## config.mk

```make
export PLATFORM = sky130hd
export DESIGN_NAME = prfsd_ref_switch
export DESIGN_NICKNAME = d
export VERILOG_FILES = /design/src/design/prfsd_pkg.sv /design/src/design/prfsd_ref_switch.sv
export SDC_FILE = /design/constraint.sdc
export NUM_CORES = 1
export LEC_CHECK = 0
export ABC_AREA = 1
export BUFFER_PORTS_ARGS = -buffer_cell sky130_fd_sc_hd__buf_2
export CAP_MARGIN = 15
export CELL_PAD_IN_SITES_DETAIL_PLACEMENT = 1
export CELL_PAD_IN_SITES_GLOBAL_PLACEMENT = 2
export CORE_ASPECT_RATIO = 0.8
export CORE_MARGIN = 8
export CORE_UTILIZATION = 37
export CTS_BUF_LIST = sky130_fd_sc_hd__clkbuf_4 sky130_fd_sc_hd__clkbuf_8 sky130_fd_sc_hd__clkbuf_16
export DETAILED_ROUTE_END_ITERATION = 16
export PLACE_DENSITY = 0.82
export SLEW_MARGIN = 20
export SYNTH_ARGS = -nofsm -noshare
export SYNTH_HDL_FRONTEND = slang
export SYNTH_SLANG_ARGS = --single-unit
```

## constraint.sdc

```tcl
create_clock -name clock -period 6.1 [get_ports clock]
set_input_delay 1.22 -clock clock [delete_from_list [all_inputs] [get_ports clock]]
set_output_delay 1.22 -clock clock [all_outputs]
set_load 0.005 [all_outputs]
```

## src/design/prfsd_pkg.sv

```systemverilog
package prfsd_pkg;

    // Register offsets and reset value
    localparam logic [7:0] ADDR_REF_DIV_LO = 8'h11;
    localparam logic [7:0] ADDR_REF_DIV_HI = 8'h12;
    localparam logic [7:0] ADDR_PSC_CTRL = 8'h16;
    localparam logic [7:0] ADDR_OFFSET_CFG = 8'h18;
    localparam logic [7:0] ADDR_SYNC_CTRL = 8'h19;
    localparam logic [7:0] ADDR_MON_SEL = 8'h1b;
    localparam logic [7:0] ADDR_REF_CTRL = 8'h1c;
    localparam logic [7:0] REG_RESET = 8'h00;

    // Reference control fields
    localparam int REF_DIFF_EN = 0;
    localparam int REF_PRI_EN = 1;
    localparam int REF_SEC_EN = 2;
    localparam int REF_PIN_SEL_EN = 3;
    localparam int REF_MAN_SEC = 4;
    localparam int REF_AUTO_EN = 5;
    localparam int REF_PREFER_SEC = 6;
    localparam int REF_DEGLITCH_OFF = 7;

    // Offset and lock configuration fields
    localparam int OFS_XTAL_EN = 0;
    localparam int OFS_USE_STATUS = 1;
    localparam int OFS_SE_LOW_BIAS = 7;

    // Prescaler control fields and reference divider high-byte width
    localparam int PSC_MODE_LSB = 0;
    localparam int PSC_B_BYPASS = 3;
    localparam int PSC_RST_SHARED = 4;
    localparam int PSC_RST_AB = 5;
    localparam int PSC_RST_R = 6;
    localparam int REF_DIV_HI_BITS = 6;

    // Sync pin control field and codes
    localparam int SYNC_MODE_LSB = 6;
    localparam logic [1:0] SYNC_OFF = 2'h0;
    localparam logic [1:0] SYNC_ALL = 2'h1;
    localparam logic [1:0] SYNC_AB = 2'h2;
    localparam logic [1:0] SYNC_R = 2'h3;

    // Monitor pin source codes
    localparam logic [7:0] MON_PRI_BAD = 8'hf7;
    localparam logic [7:0] MON_SEC_BAD = 8'hf8;

    // Prescaler mode codes
    localparam logic [2:0] PSC_FD1 = 3'h0;
    localparam logic [2:0] PSC_FD2 = 3'h1;
    localparam logic [2:0] PSC_FD3 = 3'h2;
    localparam logic [2:0] PSC_DM2 = 3'h3;
    localparam logic [2:0] PSC_DM4 = 3'h4;
    localparam logic [2:0] PSC_DM8 = 3'h5;
    localparam logic [2:0] PSC_DM16 = 3'h6;
    localparam logic [2:0] PSC_DM32 = 3'h7;

    // Reference loss timeout in clock cycles
    localparam int REF_LOSS_CYCLES = 1024;

    typedef enum logic [1:0] {
        REF_OFF, REF_DIFF, REF_SINGLE, REF_CRYSTAL
    } prfsd_refmode_t;

    typedef struct packed {
        logic diffOn;
        logic priOn;
        logic secOn;
        logic xtalOn;
        logic seLowBias;
    } prfsd_pwr_t;

    typedef struct packed {
        logic [12:0] mainCount;
        logic [5:0] swallowCount;
    } prfsd_ncount_t;

    typedef struct packed {
        logic [7:0] refDivLo;
        logic [7:0] refDivHi;
        logic [7:0] pscCtrl;
        logic [7:0] offsetCfg;
        logic [7:0] syncCtrl;
        logic [7:0] monSel;
        logic [7:0] refCtrl;
        logic [7:0] rdData;
        logic prevPos;
        logic prevNeg;
        logic prevFb;
        logic [15:0] missPri;
        logic [15:0] missSec;
        logic useSec;
        logic degWait;
        logic [13:0] rCnt;
        logic [5:0] pscCnt;
        logic [5:0] aCnt;
        logic [12:0] bCnt;
        logic refDivOut;
        logic fbDivOut;
        logic monitorPin;
        logic statusPin;
        prfsd_pwr_t pwr;
        prfsd_refmode_t mode;
    } prfsd_state_t;

endpackage

```

## src/design/prfsd_ref_switch.sv

```systemverilog
module prfsd_ref_switch #(
    parameter int RefLossCycles = prfsd_pkg::REF_LOSS_CYCLES
) (
    input wire logic clock,
    input wire logic reset,
    // Register port from the serial control logic
    input wire logic [7:0] regAddr,
    input wire logic regWrEn,
    input wire logic [7:0] regWrData,
    output logic [7:0] regRdData,
    // Device-level controls
    input wire logic pllPowerDown,
    input wire prfsd_pkg::prfsd_ncount_t nCounts,
    input wire logic refSelPin,
    input wire logic syncPinN,
    // Reference pin pair and feedback clock
    input wire logic refPinPos,
    input wire logic refPinNeg,
    input wire logic feedbackIn,
    // Phase detector side
    output logic refDivOut,
    output logic fbDivOut,
    // Status and power outputs
    output logic monitorPin,
    output logic statusPin,
    output logic usingSecondary,
    output prfsd_pkg::prfsd_pwr_t power,
    output prfsd_pkg::prfsd_refmode_t refMode
);

    prfsd_pkg::prfsd_state_t s_q;
    prfsd_pkg::prfsd_state_t s_d;

    // Base prescaler ratio for each mode code
    function automatic logic [5:0] pscBase(input logic [2:0] m);
        case (m)
            prfsd_pkg::PSC_FD1: pscBase = 6'h01;
            prfsd_pkg::PSC_FD2: pscBase = 6'h02;
            prfsd_pkg::PSC_FD3: pscBase = 6'h03;
            prfsd_pkg::PSC_DM2: pscBase = 6'h02;
            prfsd_pkg::PSC_DM4: pscBase = 6'h04;
            prfsd_pkg::PSC_DM8: pscBase = 6'h08;
            prfsd_pkg::PSC_DM16: pscBase = 6'h10;
            default: pscBase = 6'h20;
        endcase
    endfunction

    // Saturating missing-edge counter
    function automatic logic [15:0] missNext(
        input logic edgeSeen,
        input logic [15:0] cnt
    );
        if (edgeSeen) begin
            missNext = 16'h0000;
        end else if (cnt != 16'hffff) begin
            missNext = cnt + 16'h0001;
        end else begin
            missNext = cnt;
        end
    endfunction

    logic diffSel;
    logic xtalSel;
    logic priBad;
    logic secBad;
    logic autoCmd;
    logic wantSec;
    logic ePos;
    logic eNeg;
    logic eFb;
    logic newEdge;
    logic refEdge;
    logic syncLow;
    logic holdR;
    logic holdAB;
    logic dualMode;
    logic bypassB;
    logic [5:0] pBase;
    logic [6:0] modulus;
    logic [5:0] aLoad;
    logic [13:0] rRatio;
    logic [1:0] syncMode;

    // Next-state logic for the whole block
    always_comb begin
        s_d = s_q;
        s_d.refDivOut = 1'b0;
        s_d.fbDivOut = 1'b0;

        // Register writes
        if (regWrEn) begin
            case (regAddr)
                prfsd_pkg::ADDR_REF_DIV_LO: s_d.refDivLo = regWrData;
                prfsd_pkg::ADDR_REF_DIV_HI: s_d.refDivHi = regWrData;
                prfsd_pkg::ADDR_PSC_CTRL: s_d.pscCtrl = regWrData;
                prfsd_pkg::ADDR_OFFSET_CFG: s_d.offsetCfg = regWrData;
                prfsd_pkg::ADDR_SYNC_CTRL: s_d.syncCtrl = regWrData;
                prfsd_pkg::ADDR_MON_SEL: s_d.monSel = regWrData;
                prfsd_pkg::ADDR_REF_CTRL: s_d.refCtrl = regWrData;
                default: ;
            endcase
        end

        // Read data registered; unmapped offsets read zero
        case (regAddr)
            prfsd_pkg::ADDR_REF_DIV_LO: s_d.rdData = s_q.refDivLo;
            prfsd_pkg::ADDR_REF_DIV_HI: s_d.rdData = s_q.refDivHi;
            prfsd_pkg::ADDR_PSC_CTRL: s_d.rdData = s_q.pscCtrl;
            prfsd_pkg::ADDR_OFFSET_CFG: s_d.rdData = s_q.offsetCfg;
            prfsd_pkg::ADDR_SYNC_CTRL: s_d.rdData = s_q.syncCtrl;
            prfsd_pkg::ADDR_MON_SEL: s_d.rdData = s_q.monSel;
            prfsd_pkg::ADDR_REF_CTRL: s_d.rdData = s_q.refCtrl;
            default: s_d.rdData = 8'h00;
        endcase

        // Input type and receiver power
        xtalSel = s_q.offsetCfg[prfsd_pkg::OFS_XTAL_EN];
        diffSel = s_q.refCtrl[prfsd_pkg::REF_DIFF_EN] | xtalSel;
        s_d.pwr.diffOn = diffSel & ~pllPowerDown;
        s_d.pwr.priOn = s_q.refCtrl[prfsd_pkg::REF_PRI_EN] & ~diffSel
            & ~pllPowerDown;
        s_d.pwr.secOn = s_q.refCtrl[prfsd_pkg::REF_SEC_EN] & ~diffSel
            & ~pllPowerDown;
        s_d.pwr.xtalOn = xtalSel;
        s_d.pwr.seLowBias = s_q.offsetCfg[prfsd_pkg::OFS_SE_LOW_BIAS];
        // Nothing is on until software enables a type
        if (xtalSel) begin
            s_d.mode = prfsd_pkg::REF_CRYSTAL;
        end else if (diffSel) begin
            s_d.mode = prfsd_pkg::REF_DIFF;
        end else if (s_q.refCtrl[prfsd_pkg::REF_PRI_EN]
                || s_q.refCtrl[prfsd_pkg::REF_SEC_EN]) begin
            s_d.mode = prfsd_pkg::REF_SINGLE;
        end else begin
            s_d.mode = prfsd_pkg::REF_OFF;
        end

        // Reference edges seen only through powered receivers; feedback edges ungated
        ePos = refPinPos & ~s_q.prevPos & (s_q.pwr.priOn | s_q.pwr.diffOn);
        eNeg = refPinNeg & ~s_q.prevNeg & s_q.pwr.secOn;
        eFb = feedbackIn & ~s_q.prevFb;
        s_d.prevPos = refPinPos;
        s_d.prevNeg = refPinNeg;
        s_d.prevFb = feedbackIn;

        // Reference presence monitor
        s_d.missPri = missNext(ePos, s_q.missPri);
        s_d.missSec = missNext(eNeg, s_q.missSec);
        priBad = ~s_q.pwr.priOn || (s_q.missPri >= 16'(RefLossCycles));
        secBad = ~s_q.pwr.secOn || (s_q.missSec >= 16'(RefLossCycles));

        // Monitor pin source
        case (s_q.monSel)
            prfsd_pkg::MON_PRI_BAD: s_d.monitorPin = priBad;
            prfsd_pkg::MON_SEC_BAD: s_d.monitorPin = secBad;
            default: s_d.monitorPin = 1'b0;
        endcase
        // Status pin flags loss of the preferred reference
        s_d.statusPin = s_q.refCtrl[prfsd_pkg::REF_PREFER_SEC]
            ? secBad : priBad;

        // Switchover decision; automatic mode reverts on recovery
        autoCmd = s_q.offsetCfg[prfsd_pkg::OFS_USE_STATUS]
            ? s_q.statusPin : s_q.monitorPin;
        if (s_q.refCtrl[prfsd_pkg::REF_AUTO_EN]) begin
            wantSec = s_q.refCtrl[prfsd_pkg::REF_PREFER_SEC]
                ^ autoCmd;
        end else if (s_q.refCtrl[prfsd_pkg::REF_PIN_SEL_EN]) begin
            wantSec = refSelPin;
        end else begin
            wantSec = s_q.refCtrl[prfsd_pkg::REF_MAN_SEC];
        end
        if (diffSel) begin
            wantSec = 1'b0;
        end
        s_d.useSec = wantSec;

        // Deglitch: after a change, wait for the new reference edge.
        // Without that edge the path stays blocked, so software must
        // switch only to a running reference or disable this.
        newEdge = s_q.useSec ? eNeg : ePos;
        if (wantSec != s_q.useSec
                && !s_q.refCtrl[prfsd_pkg::REF_DEGLITCH_OFF]) begin
            s_d.degWait = 1'b1;
        end else if (newEdge
                || s_q.refCtrl[prfsd_pkg::REF_DEGLITCH_OFF]) begin
            s_d.degWait = 1'b0;
        end
        refEdge = newEdge & ~s_q.degWait;

        // Divider reset sources
        syncMode = s_q.syncCtrl[prfsd_pkg::SYNC_MODE_LSB +: 2];
        syncLow = ~syncPinN && (syncMode != prfsd_pkg::SYNC_OFF);
        holdR = s_q.pscCtrl[prfsd_pkg::PSC_RST_R]
            || s_q.pscCtrl[prfsd_pkg::PSC_RST_SHARED]
            || (syncLow && syncMode != prfsd_pkg::SYNC_AB);
        holdAB = s_q.pscCtrl[prfsd_pkg::PSC_RST_AB]
            || s_q.pscCtrl[prfsd_pkg::PSC_RST_SHARED]
            || (syncLow && syncMode != prfsd_pkg::SYNC_R);

        // Reference divider; settings 0 and 1 both divide by one
        rRatio = {s_q.refDivHi[prfsd_pkg::REF_DIV_HI_BITS-1:0],
            s_q.refDivLo};
        if (holdR) begin
            s_d.rCnt = 14'h0000;
        end else if (refEdge) begin
            if (s_q.rCnt + 14'h0001 >= rRatio) begin
                s_d.rCnt = 14'h0000;
                s_d.refDivOut = 1'b1;
            end else begin
                s_d.rCnt = s_q.rCnt + 14'h0001;
            end
        end

        // Feedback divider: A prescaler periods of P+1, rest of P
        pBase = pscBase(s_q.pscCtrl[prfsd_pkg::PSC_MODE_LSB +: 3]);
        dualMode = s_q.pscCtrl[prfsd_pkg::PSC_MODE_LSB +: 3]
            >= prfsd_pkg::PSC_DM2;
        bypassB = s_q.pscCtrl[prfsd_pkg::PSC_B_BYPASS];
        // Zero swallow count means zero; unused when fixed or bypassed
        aLoad = (dualMode && !bypassB)
            ? nCounts.swallowCount : 6'h00;
        modulus = (dualMode && s_q.aCnt != 6'h00)
            ? {1'b0, pBase} + 7'h01 : {1'b0, pBase};
        if (holdAB) begin
            s_d.pscCnt = 6'h00;
            s_d.bCnt = 13'h0000;
            s_d.aCnt = aLoad;
        end else if (eFb) begin
            if ({1'b0, s_q.pscCnt} + 7'h01 >= modulus) begin
                s_d.pscCnt = 6'h00;
                if (s_q.aCnt != 6'h00) begin
                    s_d.aCnt = s_q.aCnt - 6'h01;
                end
                // Bypassed main counter ends each prescaler period
                if (bypassB || s_q.bCnt + 13'h0001
                        >= nCounts.mainCount) begin
                    s_d.bCnt = 13'h0000;
                    s_d.aCnt = aLoad;
                    s_d.fbDivOut = 1'b1;
                end else begin
                    s_d.bCnt = s_q.bCnt + 13'h0001;
                end
            end else begin
                s_d.pscCnt = s_q.pscCnt + 6'h01;
            end
        end
    end

    // Single state register
    always_ff @(posedge clock or posedge reset) begin
        if (reset) begin
            s_q <= '0;
            s_q.refDivLo <= prfsd_pkg::REG_RESET;
            s_q.refDivHi <= prfsd_pkg::REG_RESET;
            s_q.pscCtrl <= prfsd_pkg::REG_RESET;
            s_q.offsetCfg <= prfsd_pkg::REG_RESET;
            s_q.syncCtrl <= prfsd_pkg::REG_RESET;
            s_q.monSel <= prfsd_pkg::REG_RESET;
            s_q.refCtrl <= prfsd_pkg::REG_RESET;
            s_q.mode <= prfsd_pkg::REF_OFF;
        end else begin
            s_q <= s_d;
        end
    end

    // Outputs straight from the state register
    assign regRdData = s_q.rdData;
    assign refDivOut = s_q.refDivOut;
    assign fbDivOut = s_q.fbDivOut;
    assign monitorPin = s_q.monitorPin;
    assign statusPin = s_q.statusPin;
    assign usingSecondary = s_q.useSec;
    assign power = s_q.pwr;
    assign refMode = s_q.mode;

endmodule

```

==> metrics.txt <==
# TYPE chip_impl_metric gauge
chip_impl_info{name="status",value="finished clean"} 1
chip_impl_metric{name="gr-usage-met2",unit="%"} 26.45
chip_impl_metric{name="synth_sequential_area_ratio",unit="%"} 43.14
chip_impl_metric{name="dpl.hpwl",unit="µm"} 17960
chip_impl_info{name="timing.critical_path.cells",value="inv_1 -> o21ai_0 -> nand2_1 -> o21ai_0 -> o21ai_0 -> ha_1 -> a21boi_1 -> o21ai_1 -> nand2_1 -> nand2_1 -> nand2_1 -> inv_1 -> nand2_1 -> nand2_2 -> nor2_1 -> a21oi_1"} 1
chip_impl_metric{name="cts_resized",unit=""} 0
chip_impl_metric{name="regArea",unit="mm²"} 0.003779
chip_impl_metric{name="clock_tree.buffer_depth",unit=""} 2
chip_impl_metric{name="vdd.ir_drop.worst",unit="µV"} 212.2
chip_impl_info{name="cts_root_buffer",value="clkbuf_16"} 1
chip_impl_info{name="synth_most_common_cell",value="nand2_1"} 1
chip_impl_metric{name="cts_inserted_buffers",unit=""} 17
chip_impl_info{name="tritoncts",value="yes"} 1
chip_impl_info{name="grt.busiest_layer",value="met2"} 1
chip_impl_metric{name="finalSetupTns",unit="ps"} 0
chip_impl_metric{name="mean_instance_size_in_the_synthesized_netlist",unit="µm²"} 8.044
chip_impl_metric{name="mappedNetlistNets",unit=""} 1177
chip_impl_metric{name="fp.dieH",unit="µm"} 153.6
chip_impl_metric{name="finalWeightedCongestion",unit=""} 0.8199
chip_impl_metric{name="track_usage",unit="%"} 16.81
chip_impl_metric{name="initial_core_util",unit="%"} 37.54
chip_impl_metric{name="p_leak",unit="nW"} 4.960
chip_impl_metric{name="use_met1",unit="%"} 23.42
chip_impl_metric{name="ys_ff_latch",unit=""} 151
chip_impl_metric{name="finalWorstPathRequiredPeriod",unit="ps"} 3138
chip_impl_metric{name="layout_cell_share_with_drive_strength_beyond_1",unit="%"} 12.89
chip_impl_metric{name="detailedRoute.firstPassIterationCount",unit=""} 4
chip_impl_metric{name="antenna_violating_nets_left",unit=""} 0
chip_impl_info{name="unrepaired_setup_endpoints_after_global_routing",value="false"} 1
chip_impl_info{name="path_delay_family",value="compound AO/OA/AOI/OAI gates"} 1
chip_impl_metric{name="hold_viol_final",unit=""} 0
chip_impl_metric{name="num_rows",unit=""} 50
chip_impl_metric{name="cts_hold_buf",unit=""} 0
chip_impl_metric{name="cts.reportedPaths.clkPinSlew",unit="ps"} 70
chip_impl_metric{name="area_growth_syn_to_layout",unit="%"} 12.21
chip_impl_metric{name="drt-total-wl",unit="µm"} 23530
chip_impl_metric{name="power_density",unit="mW/mm²"} 252.6
chip_impl_info{name="synthTopCellsByCount",value="nand2_1 (251), inv_1 (152), dfrtp_1 (151)"} 1
chip_impl_info{name="synth_ff_type",value="dfrtp_1"} 1
chip_impl_info{name="path_common_cell",value="nand2_1"} 1
chip_impl_metric{name="fill_cells",unit=""} 2888
chip_impl_metric{name="port_buffers",unit=""} 63
chip_impl_metric{name="clock_sink_count",unit=""} 151
chip_impl_metric{name="worstSkewPairLatency",unit="ps"} 440
chip_impl_metric{name="critical_path_buf_inv_count",unit=""} 2
chip_impl_info{name="critical_path.slowest_cell",value="o21ai_0"} 1
chip_impl_metric{name="multi_input_area",unit="mm²"} 0.004164
chip_impl_metric{name="ioPinCount",unit=""} 64
chip_impl_metric{name="post-cts-setup-buffers",unit=""} 0
chip_impl_metric{name="asyncSetResetFlopFracSynth",unit="%"} 100.0
chip_impl_metric{name="post-route-worst-setup-slack",unit="ps"} 2962
chip_impl_metric{name="antenna_found_initial",unit=""} 0
chip_impl_info{name="synth.top_cells.by_area",value="dfrtp_1 (43%), nand2_1 (11%), inv_1 (6.5%), ha_1 (6.3%), o21ai_0 (5.0%)"} 1
chip_impl_metric{name="grt_pass1_wl",unit="µm"} 39670
chip_impl_metric{name="synthesized_area",unit="mm²"} 0.008760
chip_impl_metric{name="critical-path-max-stage-delay",unit="ps"} 530
chip_impl_metric{name="via_per_inst",unit=""} 4.988
chip_impl_metric{name="worst-r2r-setup-slack",unit="ps"} 2960
chip_impl_metric{name="layout.nets",unit=""} 1231
chip_impl_metric{name="worst_clock_skew",unit="ps"} 11.40
chip_impl_metric{name="globalRoute.totalOverflow",unit=""} 0
chip_impl_metric{name="synth-edff-count",unit=""} 0
chip_impl_info{name="synth.largest_area_cell",value="dfrtp_1"} 1
chip_impl_metric{name="grt_start_max_net_pins",unit=""} 89
chip_impl_metric{name="die_area",unit="mm²"} 0.02888
chip_impl_metric{name="dpl_worst_slack",unit="ps"} 2985
chip_impl_info{name="hp-start",value="s_d[2]$_DFFE_PP0P_"} 1
chip_impl_metric{name="hold_path_cells",unit=""} 0
chip_impl_metric{name="cp_max_fo",unit=""} 13
chip_impl_metric{name="slew_headroom",unit="%"} 43.68
chip_impl_info{name="crit_path_end_kind",value="register"} 1
chip_impl_metric{name="tightestPinTransition",unit="ps"} 844.7
chip_impl_info{name="critical_path_startpoint_category",value="register"} 1
chip_impl_metric{name="antenna_cells_inserted",unit=""} 0
chip_impl_metric{name="timing.final.max_slew_violations",unit=""} 0
chip_impl_metric{name="synthDistinctLibCells",unit=""} 49
chip_impl_metric{name="fp.coreArea",unit="mm²"} 0.02333
chip_impl_metric{name="drt_drc",unit=""} 0
chip_impl_metric{name="max-cap-violations",unit=""} 0
chip_impl_metric{name="period_share",unit="%"} 51.44
chip_impl_metric{name="timing.final.setup_violations",unit=""} 0
chip_impl_info{name="crit-reg2reg-capture",value="s_q[11]$_DFFE_PP0P_"} 1
chip_impl_metric{name="die_w",unit="µm"} 188.0
chip_impl_metric{name="place_area",unit="mm²"} 0.009274
chip_impl_metric{name="fmaxAchievable",unit="MHz"} 318.7
chip_impl_info{name="r2r-start",value="s_q[127]$_DFFE_PP0P_"} 1
chip_impl_metric{name="ys.warnings.count",unit=""} 0
chip_impl_info{name="worstHoldPathType",value="register to register"} 1
chip_impl_metric{name="grt.met3_usage",unit="%"} 3.097
chip_impl_metric{name="grt_pass1_vias",unit=""} 7606
chip_impl_metric{name="cp.arrival",unit="ps"} 3480
chip_impl_metric{name="post_drt_wl_per_cell",unit="µm"} 16.03
chip_impl_metric{name="ctsHtreeMaxLevel",unit=""} 4
chip_impl_metric{name="synth_top_area_share",unit="%"} 43.14
chip_impl_metric{name="first_iter_violations",unit=""} 419
chip_impl_metric{name="worst_r2r_path_depth",unit=""} 16
chip_impl_metric{name="finalInstanceArea",unit="mm²"} 0.009829
chip_impl_info{name="timing_worst_setup_path_type",value="register to register"} 1
chip_impl_metric{name="vias",unit=""} 7322
chip_impl_info{name="timing.hold.worst_endpoint",value="power[0]$_DFF_PP0_"} 1
chip_impl_metric{name="worst-endpoint-required",unit="ps"} 6450
chip_impl_metric{name="synthesis.instances",unit=""} 1089
worst max-delay path by stage:
stage / endpoint / depth (start not counted) / from / slack, ps
floorplan: bypassB$_DFFE_PP0P_ / 1 / reset / 820
global placement: s_q[11]$_DFFE_PP0P_ / 16 / s_q[127]$_DFFE_PP0P_ / 2990
detailed placement: s_q[11]$_DFFE_PP0P_ / 16 / s_q[127]$_DFFE_PP0P_ / 2990
CTS: s_q[11]$_DFFE_PP0P_ / 16 / s_q[127]$_DFFE_PP0P_ / 2960
global route: s_q[13]$_DFFE_PP0P_ / 19 / s_q[11]$_DFFE_PP0P_ / 2620
finish: s_q[11]$_DFFE_PP0P_ / 16 / s_q[127]$_DFFE_PP0P_ / 2960
cell usage in the layout (no fill, tap or decap), drive strengths merged, types with 6 or more instances in the layout:
cell type,n
nand4,13
nor3,32
o22ai,10
o21ai,100
clkbuf,17
buf,64
inv,171
xnor2,6
nand2,261
a31oi,8
a21oi,40
ha,44
o21a,15
dfrtp,151
nand3,78
xor2,26
nor2,84
a221oi,6
power breakdown:
| part | internal, mW | switching (mW) | leakage, nW |
|---|---|---|---|
| sequential | 1.08 | 0.0702 | 1.90 |
| combinational | 0.106 | 0.202 | 2.80 |
| clock | 0.536 | 0.487 | 0.264 |
| total | 1.72 | 0.760 | 4.96 |
layout make-up:
type | instances | area share, %
Sequential cell | 151 | 38.44
Clock buffer | 17 | 4.328
Timing Repair Buffer | 64 | 3.284
Tap cell | 312 | 3.971
Multi-Input combinational cell | 746 | 42.36
Inverter | 163 | 6.288
Clock inverter | 15 | 1.324
per-stage QoR:
step / hold WS, ps / total power, mW / util, % / instances
final: 422.6 / 2.483 / 42.12 / 1468
after global routing: 436.7 / 2.601 / 42.12 / 1468
after global placement: 397.9 / 1.468 / 39.74 / 1436
after CTS: 425.0 / 2.510 / 42.12 / 1468
after detailed placement: 407.6 / 1.481 / 39.74 / 1436
after floorplan: 374.8 / 1.374 / - / 1089
kinds of logic (layout without fill, tap and decap cells):
family          after synthesis  in the layout  share of synthesized area [%]
compound gates              189            189                          12.24
flops                       151            151                          43.14
fa+ha+maj                    44             44                          6.285
xor+xnor                     32             32                          3.285
simple gates                480            480                          25.68
buf+inv                     192            259                          9.327
other cells                   1              1                        0.04281
state kept, by name, summed over array words and instances, names as in the netlist:
signal	count
bypassB	1
regRdData	8
s_q	114
refMode	2
monitorPin	1
statusPin	1
rRatio	14
refDivOut	1
s_d	2
power	5
fbDivOut	1
usingSecondary	1
routing by layer:
metal | routed length [µm] | up-vias
met5 | 0 | -
met4 | 243 | 0
met3 | 641 | 22
met2 | 10480 | 68
met1 | 12160 | 3591
li1 | - | 3641
No activity file was read; power rests on OpenSTA's default activity.
